<file path="src/rtl/acb_pkg.sv">
// Shared constants for the comparator B control block.
package acb_pkg;

    // Register indices; the byte address on the bus is four times the index.
    localparam logic [7:0] ACB_IDX_CTRL       = 8'h9F;
    localparam logic [7:0] ACB_IDX_IRQ_STATUS = 8'hA0;
    localparam logic [7:0] ACB_IDX_IRQ_CLEAR  = 8'hA1;
    localparam logic [7:0] ACB_IDX_IRQ_ENABLE = 8'hA2;

    // Control and status register field positions and reset value.
    localparam int         ACB_SEL_HI    = 7;
    localparam int         ACB_SEL_LO    = 6;
    localparam int         ACB_CONNECT   = 5;
    localparam int         ACB_FLAG      = 4;
    localparam int         ACB_ON        = 3;
    localparam int         ACB_MODE_HI   = 2;
    localparam logic [7:0] ACB_CTRL_RESET = 8'hC0;

    // Interrupt status layout, shared by the status, clear and enable registers.
    localparam int         ACB_IRQ_CFG    = 0;
    localparam int         ACB_IRQ_CMP    = 6;
    localparam logic [7:0] ACB_IRQ_MASK   = 8'h41;
    localparam logic [7:0] ACB_IRQ_RESET  = 8'h00;

    // Trigger mode encodings.
    localparam logic [2:0] ACB_MODE_LOW      = 3'h0;
    localparam logic [2:0] ACB_MODE_RISE     = 3'h1;
    localparam logic [2:0] ACB_MODE_DB_TOG   = 3'h2;
    localparam logic [2:0] ACB_MODE_DB_RISE  = 3'h3;
    localparam logic [2:0] ACB_MODE_FALL     = 3'h4;
    localparam logic [2:0] ACB_MODE_TOG      = 3'h5;
    localparam logic [2:0] ACB_MODE_DB_FALL  = 3'h6;
    localparam logic [2:0] ACB_MODE_HIGH     = 3'h7;

    // True when an index names one of the block's registers.
    function automatic logic acb_is_mapped(input logic [7:0] idx);
        acb_is_mapped = (idx == ACB_IDX_CTRL) || (idx == ACB_IDX_IRQ_STATUS) ||
                        (idx == ACB_IDX_IRQ_CLEAR) || (idx == ACB_IDX_IRQ_ENABLE);
    endfunction : acb_is_mapped

    // One-hot pin route for a two-bit channel select.
    function automatic logic [3:0] acb_onehot(input logic [1:0] sel);
        acb_onehot = 4'h1 << sel;
    endfunction : acb_onehot

endpackage : acb_pkg

</file>
<file path="src/rtl/acb_reg_if.sv">
// Register access carrier between the bus port and the register file.
`timescale 1ns/100ps
interface acb_reg_if;
    logic       wr_stb;
    logic [7:0] idx;
    logic [7:0] wdata;
    logic [7:0] rdata;

    modport bus  (output wr_stb, output idx, output wdata, input rdata);
    modport regs (input wr_stb, input idx, input wdata, output rdata);
endinterface : acb_reg_if

</file>
<file path="src/rtl/acb_wb_port.sv">
// Classic Wishbone slave port that turns bus cycles into register strobes.
`timescale 1ns/100ps
module acb_wb_port
    import acb_pkg::*;
(
    // Clock and reset.
    input  wire logic        clk_i,
    input  wire logic        rst_i,
    // Wishbone slave.
    input  wire logic        wb_cyc_i,
    input  wire logic        wb_stb_i,
    input  wire logic        wb_we_i,
    input  wire logic [11:0] wb_adr_i,
    input  wire logic [3:0]  wb_sel_i,
    input  wire logic [31:0] wb_dat_i,
    output logic      [31:0] wb_dat_o,
    output logic             wb_ack_o,
    // Register side.
    acb_reg_if.bus           rif
);
    logic        ack_r;
    logic        ack_nxt;
    logic [31:0] dat_r;
    logic [31:0] dat_nxt;
    logic        hit;
    logic        req;

    // Decode; unmapped or misaligned addresses are acknowledged, read zero and ignore writes.
    assign req       = wb_cyc_i && wb_stb_i;
    assign rif.idx   = wb_adr_i[9:2];
    assign hit       = (wb_adr_i[11:10] == 2'h0) && (wb_adr_i[1:0] == 2'h0) && acb_is_mapped(wb_adr_i[9:2]);
    assign rif.wdata = wb_dat_i[7:0];
    // The write lands on the edge where the master samples ack.
    assign rif.wr_stb = req && wb_we_i && ack_r && hit && wb_sel_i[0];

    // Ack one cycle after the request, dropped in the cycle after it.
    always_comb
    begin
        ack_nxt = req && !ack_r;
        dat_nxt = dat_r;
        if (req && !ack_r)
        begin
            dat_nxt = (hit && !wb_we_i) ? {24'h00_0000, rif.rdata} : 32'h0000_0000;
        end
    end

    always_ff @(posedge clk_i)
    begin
        if (rst_i)
        begin
            ack_r <= 1'b0;
            dat_r <= 32'h0000_0000;
        end
        else
        begin
            ack_r <= ack_nxt;
            dat_r <= dat_nxt;
        end
    end

    assign wb_ack_o = ack_r;
    assign wb_dat_o = dat_r;
endmodule : acb_wb_port

</file>
<file path="src/rtl/acb_trigger.sv">
// Trigger mode detector with optional timer-paced debouncing.
`timescale 1ns/100ps
module acb_trigger
    import acb_pkg::*;
(
    // Clock and reset.
    input  wire logic       clk_i,
    input  wire logic       rst_i,
    // Control.
    input  wire logic       comp_on_i,
    input  wire logic [2:0] mode_i,
    input  wire logic       sample_tick_i,
    // Comparator.
    input  wire logic       comp_raw_i,
    output logic            comp_out_o,
    output logic            event_o
);
    logic comp_q;
    logic prev_r, prev_nxt;
    logic samp_r, samp_nxt;
    logic stable_r, stable_nxt;
    logic deb_rise, deb_fall, rise, fall;

    // Disabled comparator reads as low.
    assign comp_q = comp_on_i && comp_raw_i;

    // Debounce: a level counts only when two timer samples in a row agree.
    always_comb
    begin
        prev_nxt   = comp_q;
        samp_nxt   = samp_r;
        stable_nxt = stable_r;
        deb_rise   = 1'b0;
        deb_fall   = 1'b0;
        if (!comp_on_i)
        begin
            samp_nxt   = 1'b0;
            stable_nxt = 1'b0;
        end
        else if (sample_tick_i)
        begin
            samp_nxt = comp_q;
            if ((comp_q == samp_r) && (comp_q != stable_r))
            begin
                stable_nxt = comp_q;
                deb_rise   = comp_q;
                deb_fall   = !comp_q;
            end
        end
    end

    always_ff @(posedge clk_i)
    begin
        if (rst_i)
        begin
            prev_r   <= 1'b0;
            samp_r   <= 1'b0;
            stable_r <= 1'b0;
        end
        else
        begin
            prev_r   <= prev_nxt;
            samp_r   <= samp_nxt;
            stable_r <= stable_nxt;
        end
    end

    assign rise = comp_q && !prev_r;
    assign fall = !comp_q && prev_r;

    // Mode decode; no event while the comparator is off.
    always_comb
    begin
        case (mode_i)
            ACB_MODE_LOW:     event_o = !comp_q;
            ACB_MODE_RISE:    event_o = rise;
            ACB_MODE_DB_TOG:  event_o = deb_rise || deb_fall;
            ACB_MODE_DB_RISE: event_o = deb_rise;
            ACB_MODE_FALL:    event_o = fall;
            ACB_MODE_TOG:     event_o = rise || fall;
            ACB_MODE_DB_FALL: event_o = deb_fall;
            ACB_MODE_HIGH:    event_o = comp_q;
            default:          event_o = 1'b0;
        endcase
        event_o = event_o && comp_on_i;
    end

    assign comp_out_o = prev_r;
endmodule : acb_trigger

</file>
<file path="src/rtl/acb_top.sv">
// Comparator B control and status register file with interrupt logic.
`timescale 1ns/100ps
// Function
// The control and status register sits at index 9F, resets to C0 and holds select, connect, flag, enable and mode.
// While connect is set the selected analog pin is routed to the comparator.
// While connect is clear every analog pin is isolated from the comparator.
// Software clears connect before changing the channel or reference select.
// The flag sets when the enabled comparator meets the trigger mode, only software clears it, and bit 6 gates the interrupt.
// Clearing enable forces the output low and blocks events, and while enabled the input-only pins lose their digital buffers.
// The three-bit mode selects low, rise, debounced toggle, debounced rise, fall, toggle, debounced fall or high.
module acb_top
    import acb_pkg::*;
(
    // Clock and reset.
    input  wire logic        clk_i,
    input  wire logic        rst_i,
    // Wishbone slave.
    input  wire logic        wb_cyc_i,
    input  wire logic        wb_stb_i,
    input  wire logic        wb_we_i,
    input  wire logic [11:0] wb_adr_i,
    input  wire logic [3:0]  wb_sel_i,
    input  wire logic [31:0] wb_dat_i,
    output logic      [31:0] wb_dat_o,
    output logic             wb_ack_o,
    // Analog comparator and pin configuration.
    input  wire logic        comp_raw_i,
    input  wire logic        timer1_tick_i,
    input  wire logic [3:0]  input_only_i,
    // Comparator control.
    output logic      [1:0]  pos_sel_o,
    output logic      [3:0]  pin_route_o,
    output logic             comp_on_o,
    output logic      [2:0]  trigger_mode_o,
    output logic             comp_out_o,
    output logic      [3:0]  dig_in_dis_o,
    // Interrupt.
    output logic             irq_o
);
    acb_reg_if rif ();

    logic [7:0] ctrl_r;
    logic [7:0] ctrl_nxt;
    logic [7:0] irq_stat_r;
    logic [7:0] irq_stat_nxt;
    logic [7:0] irq_en_r;
    logic [7:0] irq_en_nxt;
    logic       cmp_event;
    logic       wr_ctrl;
    logic       wr_clear;
    logic       wr_enable;
    logic       cfg_violation;
    logic [1:0] positive_input_select;
    logic       input_connect;
    logic       compare_event_flag;
    logic       comparator_on;
    logic [2:0] trigger_mode;

    // Bus port; it answers every request one cycle after it is raised.
    acb_wb_port u_wb
    (
        .clk_i    (clk_i),
        .rst_i    (rst_i),
        .wb_cyc_i (wb_cyc_i),
        .wb_stb_i (wb_stb_i),
        .wb_we_i  (wb_we_i),
        .wb_adr_i (wb_adr_i),
        .wb_sel_i (wb_sel_i),
        .wb_dat_i (wb_dat_i),
        .wb_dat_o (wb_dat_o),
        .wb_ack_o (wb_ack_o),
        .rif      (rif)
    );

    // Field views of the control and status register.
    assign positive_input_select = ctrl_r[ACB_SEL_HI:ACB_SEL_LO];
    assign input_connect         = ctrl_r[ACB_CONNECT];
    assign compare_event_flag    = ctrl_r[ACB_FLAG];
    assign comparator_on         = ctrl_r[ACB_ON];
    assign trigger_mode          = ctrl_r[ACB_MODE_HI:0];

    // Trigger detector, paced by the timer tick for the debounced modes.
    acb_trigger u_trig
    (
        .clk_i         (clk_i),
        .rst_i         (rst_i),
        .comp_on_i     (comparator_on),
        .mode_i        (trigger_mode),
        .sample_tick_i (timer1_tick_i),
        .comp_raw_i    (comp_raw_i),
        .comp_out_o    (comp_out_o),
        .event_o       (cmp_event)
    );

    // Write strobes per register.
    assign wr_ctrl   = rif.wr_stb && (rif.idx == ACB_IDX_CTRL);
    assign wr_clear  = rif.wr_stb && (rif.idx == ACB_IDX_IRQ_CLEAR);
    assign wr_enable = rif.wr_stb && (rif.idx == ACB_IDX_IRQ_ENABLE);

    // Changing the select while still connected glitches the comparator, so flag it.
    assign cfg_violation = wr_ctrl && input_connect && rif.wdata[ACB_CONNECT] &&
                           (rif.wdata[ACB_SEL_HI:ACB_SEL_LO] != positive_input_select);

    // Control register next value; the flag only clears by a zero write or the clear register.
    always_comb
    begin
        ctrl_nxt = ctrl_r;
        if (wr_ctrl)
        begin
            ctrl_nxt[ACB_SEL_HI:ACB_SEL_LO] = rif.wdata[ACB_SEL_HI:ACB_SEL_LO];
            ctrl_nxt[ACB_CONNECT]           = rif.wdata[ACB_CONNECT];
            ctrl_nxt[ACB_ON]                = rif.wdata[ACB_ON];
            ctrl_nxt[ACB_MODE_HI:0]         = rif.wdata[ACB_MODE_HI:0];
            if (!rif.wdata[ACB_FLAG])
            begin
                ctrl_nxt[ACB_FLAG] = 1'b0;
            end
        end
        if (wr_clear && rif.wdata[ACB_IRQ_CMP])
        begin
            ctrl_nxt[ACB_FLAG] = 1'b0;
        end
        // A new event wins over a clear in the same cycle.
        if (cmp_event)
        begin
            ctrl_nxt[ACB_FLAG] = 1'b1;
        end
    end

    // Interrupt status and enable next values; set wins over clear here too.
    always_comb
    begin
        irq_stat_nxt = irq_stat_r;
        irq_en_nxt   = irq_en_r;
        if (wr_clear && rif.wdata[ACB_IRQ_CFG])
        begin
            irq_stat_nxt[ACB_IRQ_CFG] = 1'b0;
        end
        if (cfg_violation)
        begin
            irq_stat_nxt[ACB_IRQ_CFG] = 1'b1;
        end
        irq_stat_nxt[ACB_IRQ_CMP] = ctrl_nxt[ACB_FLAG];
        if (wr_enable)
        begin
            irq_en_nxt = rif.wdata & ACB_IRQ_MASK;
        end
    end

    // Register storage.
    always_ff @(posedge clk_i)
    begin
        if (rst_i)
        begin
            ctrl_r     <= ACB_CTRL_RESET;
            irq_stat_r <= ACB_IRQ_RESET;
            irq_en_r   <= ACB_IRQ_RESET;
        end
        else
        begin
            ctrl_r     <= ctrl_nxt;
            irq_stat_r <= irq_stat_nxt;
            irq_en_r   <= irq_en_nxt;
        end
    end

    // Read mux; the clear register is write-only and reads zero.
    always_comb
    begin
        case (rif.idx)
            ACB_IDX_CTRL:       rif.rdata = ctrl_r;
            ACB_IDX_IRQ_STATUS: rif.rdata = irq_stat_r;
            ACB_IDX_IRQ_ENABLE: rif.rdata = irq_en_r;
            default:            rif.rdata = 8'h00;
        endcase
    end

    // Pin routing follows the connect bit directly from the register.
    assign pin_route_o    = input_connect ? acb_onehot(positive_input_select) : 4'h0;
    assign pos_sel_o      = positive_input_select;
    assign comp_on_o      = comparator_on;
    assign trigger_mode_o = trigger_mode;
    // Input-only pins lose their digital buffer while the comparator runs, to save leakage.
    assign dig_in_dis_o   = comparator_on ? input_only_i : 4'h0;
    assign irq_o          = |(irq_stat_r & irq_en_r);
endmodule : acb_top

</file>
<file path="config.mk">
export PLATFORM = sky130hd
export DESIGN_NAME = acb_top
export DESIGN_NICKNAME = d
export VERILOG_FILES = /design/src/rtl/acb_pkg.sv /design/src/rtl/acb_reg_if.sv /design/src/rtl/acb_wb_port.sv /design/src/rtl/acb_trigger.sv /design/src/rtl/acb_top.sv
export SDC_FILE = /design/constraint.sdc
export NUM_CORES = 1
export LEC_CHECK = 0
export BUFFER_PORTS_ARGS = -buffer_cell sky130_fd_sc_hd__buf_2
export CAP_MARGIN = 20
export CORE_UTILIZATION = 40
export DETAILED_ROUTE_END_ITERATION = 10
export PLACE_DENSITY = 0.8
export REMOVE_ABC_BUFFERS = 1
export SLEW_MARGIN = 10
export SYNTH_ARGS = -nofsm -noshare
export SYNTH_HDL_FRONTEND = slang
export SYNTH_SLANG_ARGS = --single-unit
</file>
<file path="constraint.sdc">
create_clock -name clk_i -period 2 [get_ports clk_i]
set_clock_uncertainty 0.05 [all_clocks]
set_input_delay 0.3 -clock clk_i [delete_from_list [all_inputs] [get_ports clk_i]]
set_output_delay 0.3 -clock clk_i [all_outputs]
set_load 0.1 [all_outputs]
</file>
==> results_dict.tcl <==
set metrics [dict create \
    outcome "completed" \
    cp-start-kind "register" \
    drt_iter0_markers 46 \
    pwr-share-seq_pct 48.5 \
    critPathRequiredTime_ns 1.65 \
    rsz0062_at_grt "false" \
    n_fill_cell 349 \
    clkTransAtPathRegs_ns 0.13 \
    wl_per_cell_um 11.3 \
    instances_no_fill 267 \
    cts_hold_buffers 0 \
    synth_seq_area_share_pct 32.5 \
    area_growth_pct 18.2 \
    comb_power_share_pct 28.7 \
    p_sw_mw 0.379 \
    dr_total_vias 1301 \
    routabilityCongestion 0.846 \
    grt_max_degree 14 \
    yosysTopAreaCell "dfxtp_1" \
    tns_ns 0 \
    insertedDiodeCount 0 \
    finalSetupViolations 0 \
    numCtsBuffers 3 \
    antenna_found_initial 0 \
    cts_setup_buffers 0 \
    drt-pass1-iter-count 4 \
    place_area_um2 1650 \
    total_power_mw 0.947 \
    synth.avg_cell_area_um2 8.53 \
    power.density_nw_per_um2 566 \
    synth_edf_count 0 \
    htree_levels 1 \
    slew_viol_final 0 \
    fin_ws_ns 0.240 \
    final-hold-violation-count 0 \
    synth.cell_area_um2 1420 \
    worst_hold_path_type "input pin to register" \
    power_frac_clock_pct 22.8 \
    place_hpwl_mm 2.41 \
    internal-power_mw 0.569 \
    io_pins 108 \
    grt_use_total_pct 17.4 \
    yosysWarnings 0 \
    dp_cells 263 \
    drc_errors 0 \
    ys.flop_type "dfxtp_1" \
    die-width_um 61.5 \
    fin_area_um2 1670 \
    globalRouteOverflowTotal 0 \
    endpoint_kind "output pin" \
    ant_nets 0 \
    clk_latency_ns 0.31 \
    syn_inst 166 \
    post_cts_resized 0 \
    postLayoutCoreUtil_pct 49.8 \
    initial_core_util_pct 42.1 \
    synth_area_leaders "dfxtp_1 33%, buf_4 15%, a22o_1 4.9%, o21ai_0 4.2%, a21oi_1 3.5%" \
    nNetsFinal 283 \
    period_share_pct 88.0 \
    coreArea_um2 3360 \
    synth_top_area_share_pct 32.5 \
    p_leak_nw 0.790 \
    synth-seq-cells 23 \
    pre_cts_ws_ns -0.0142 \
    cp_max_fo 8 \
    drt-total-wl_mm 3.00 \
    grt_pass1_vias 1132 \
    io_buffers 56 \
    holdWs_ns 0.181 \
    synthArstFlopShare_pct 0 \
    via_per_inst 4.87 \
    die_h_um 61.5 \
    vdd.ir_drop.worst_v 0.000374 \
    clock_path_buffers 2 \
    die_area_um2 3780 \
    critical_path_class "register to output pin" \
    switching_share_pct 40.0 \
    grt_pass1_wl_mm 4.90 \
    layout-drive-gt1-share_pct 31.7 \
    min_period_ns 1.76 \
    ctsRootBufferMaster "clkbuf_4" \
    row_count 21 \
    cp.arrival_ns 1.41 \
    clock_sinks 23 \
    cts_tree "done" \
    drv_cap 0 \
    max_clock_freq_ghz 0.568 \
    ys_types 40 \
]
==> layout make-up <==
type	count	area (µm²)	area share [%]
clock buffer	3	22.5	1.35
clock inverter	1	5.00	0.299
inverter	7	26.3	1.57
multi-input combinational	125	777	46.4
sequential	23	460	27.5
tap	46	57.6	3.44
timing repair buffer	62	325	19.4
==> worst max-delay path, cell delays in order, from the launching register on <==
cell	delay [ns]
dfxtp_1	0.48
and3_1	0.19
buf_2	0.42
==> flip-flops by register name, indices dropped and copies added (netlist names) <==
register / count
u_trig.samp_r: 1
u_wb.wb_ack_o: 1
irq_en_r: 2
irq_stat_r: 1
ctrl_r: 8
u_trig.stable_r: 1
u_wb.wb_dat_o: 8
u_trig.comp_out_o: 1
==> logic make-up after synthesis <==
| logic type | after synthesis | share of synthesized area [%] |
|---|---|---|
| AOI/OAI and AO/OA | 39 | 18.3 |
| xor gates and xnor gates | 2 | 1.24 |
| adders and majority gates | 2 | 1.77 |
| buffers and inverters | 41 | 18.7 |
| DFF | 23 | 32.5 |
| muxes | 4 | 3.71 |
| other | 1 | 0.265 |
| and+or+nand+nor | 54 | 23.5 |
==> Yosys cell counts (2+ instances only) <==
library cell / n
buf_4: 29
dfxtp_1: 23
o21ai_0: 12
a21oi_1: 10
nand3_1: 10
a22o_1: 8
inv_1: 7
and2_1: 6
nand2_1: 6
nor2_1: 6
nand4_1: 5
clkbuf_1: 3
mux2i_1: 3
and3b_1: 2
and4_1: 2
ha_1: 2
nor2b_1: 2
nor3_1: 2
nor3b_1: 2
nor4b_1: 2
o22ai_1: 2
o2bb2ai_1: 2
or4b_1: 2
xnor2_1: 2
==> cell usage in the layout (no fill, tap or decap), types with 2 or more instances in the layout <==
| master | n |
|---|---|
| a21oi_1 | 10 |
| a22o_1 | 8 |
| and2_1 | 6 |
| and3b_1 | 2 |
| and4_1 | 2 |
| buf_2 | 56 |
| buf_4 | 6 |
| clkbuf_4 | 3 |
| conb_1 | 24 |
| dfxtp_1 | 23 |
| ha_1 | 2 |
| inv_1 | 7 |
| mux2i_1 | 3 |
| nand2_1 | 6 |
| nand3_1 | 10 |
| nand4_1 | 5 |
| nor2_1 | 6 |
| nor2b_1 | 2 |
| nor3_1 | 2 |
| nor3b_1 | 2 |
| nor4b_1 | 2 |
| o21ai_0 | 12 |
| o22ai_1 | 2 |
| o2bb2ai_1 | 2 |
| or4b_1 | 2 |
| xnor2_1 | 2 |
==> path summary, 6_finish.rpt <==
| path | from | cells past startpoint | endpoint | slack (ns) |
|---|---|---|---|---|
| worst max-delay path | ctrl_r[6] | 2 | pin_route_o[3] | 0.24 |
| worst min-delay path | wb_dat_i[5] | 3 | ctrl_r[5] | 0.18 |
| worst max register to register | ctrl_r[3] | 6 | ctrl_r[4] | 0.39 |
| worst min register to register | u_wb.wb_dat_o[3] | 2 | u_wb.wb_dat_o[3] | 0.44 |
==> power by group through the flow <==
stage / registers [mW] / logic [mW] / clock network, mW
floorplan: 0.476 / 0.214 / 0
global placement: 0.470 / 0.270 / 0
detailed placement: 0.470 / 0.271 / 0
CTS: 0.460 / 0.271 / 0.220
global route: 0.460 / 0.284 / 0.244
finish: 0.460 / 0.272 / 0.216
==> routing by layer <==
layer / GRT usage [%] / up-vias / part of all wire (%)
met4: 4.76 / 0 / 0.97
met1: 22.4 / 573 / 46
li1: - / 663 / -
met5: 0 / - / 0
met2: 28.6 / 60 / 45
met3: 4.62 / 5 / 8.0
Note: power is estimated with default switching activity, not from simulation.
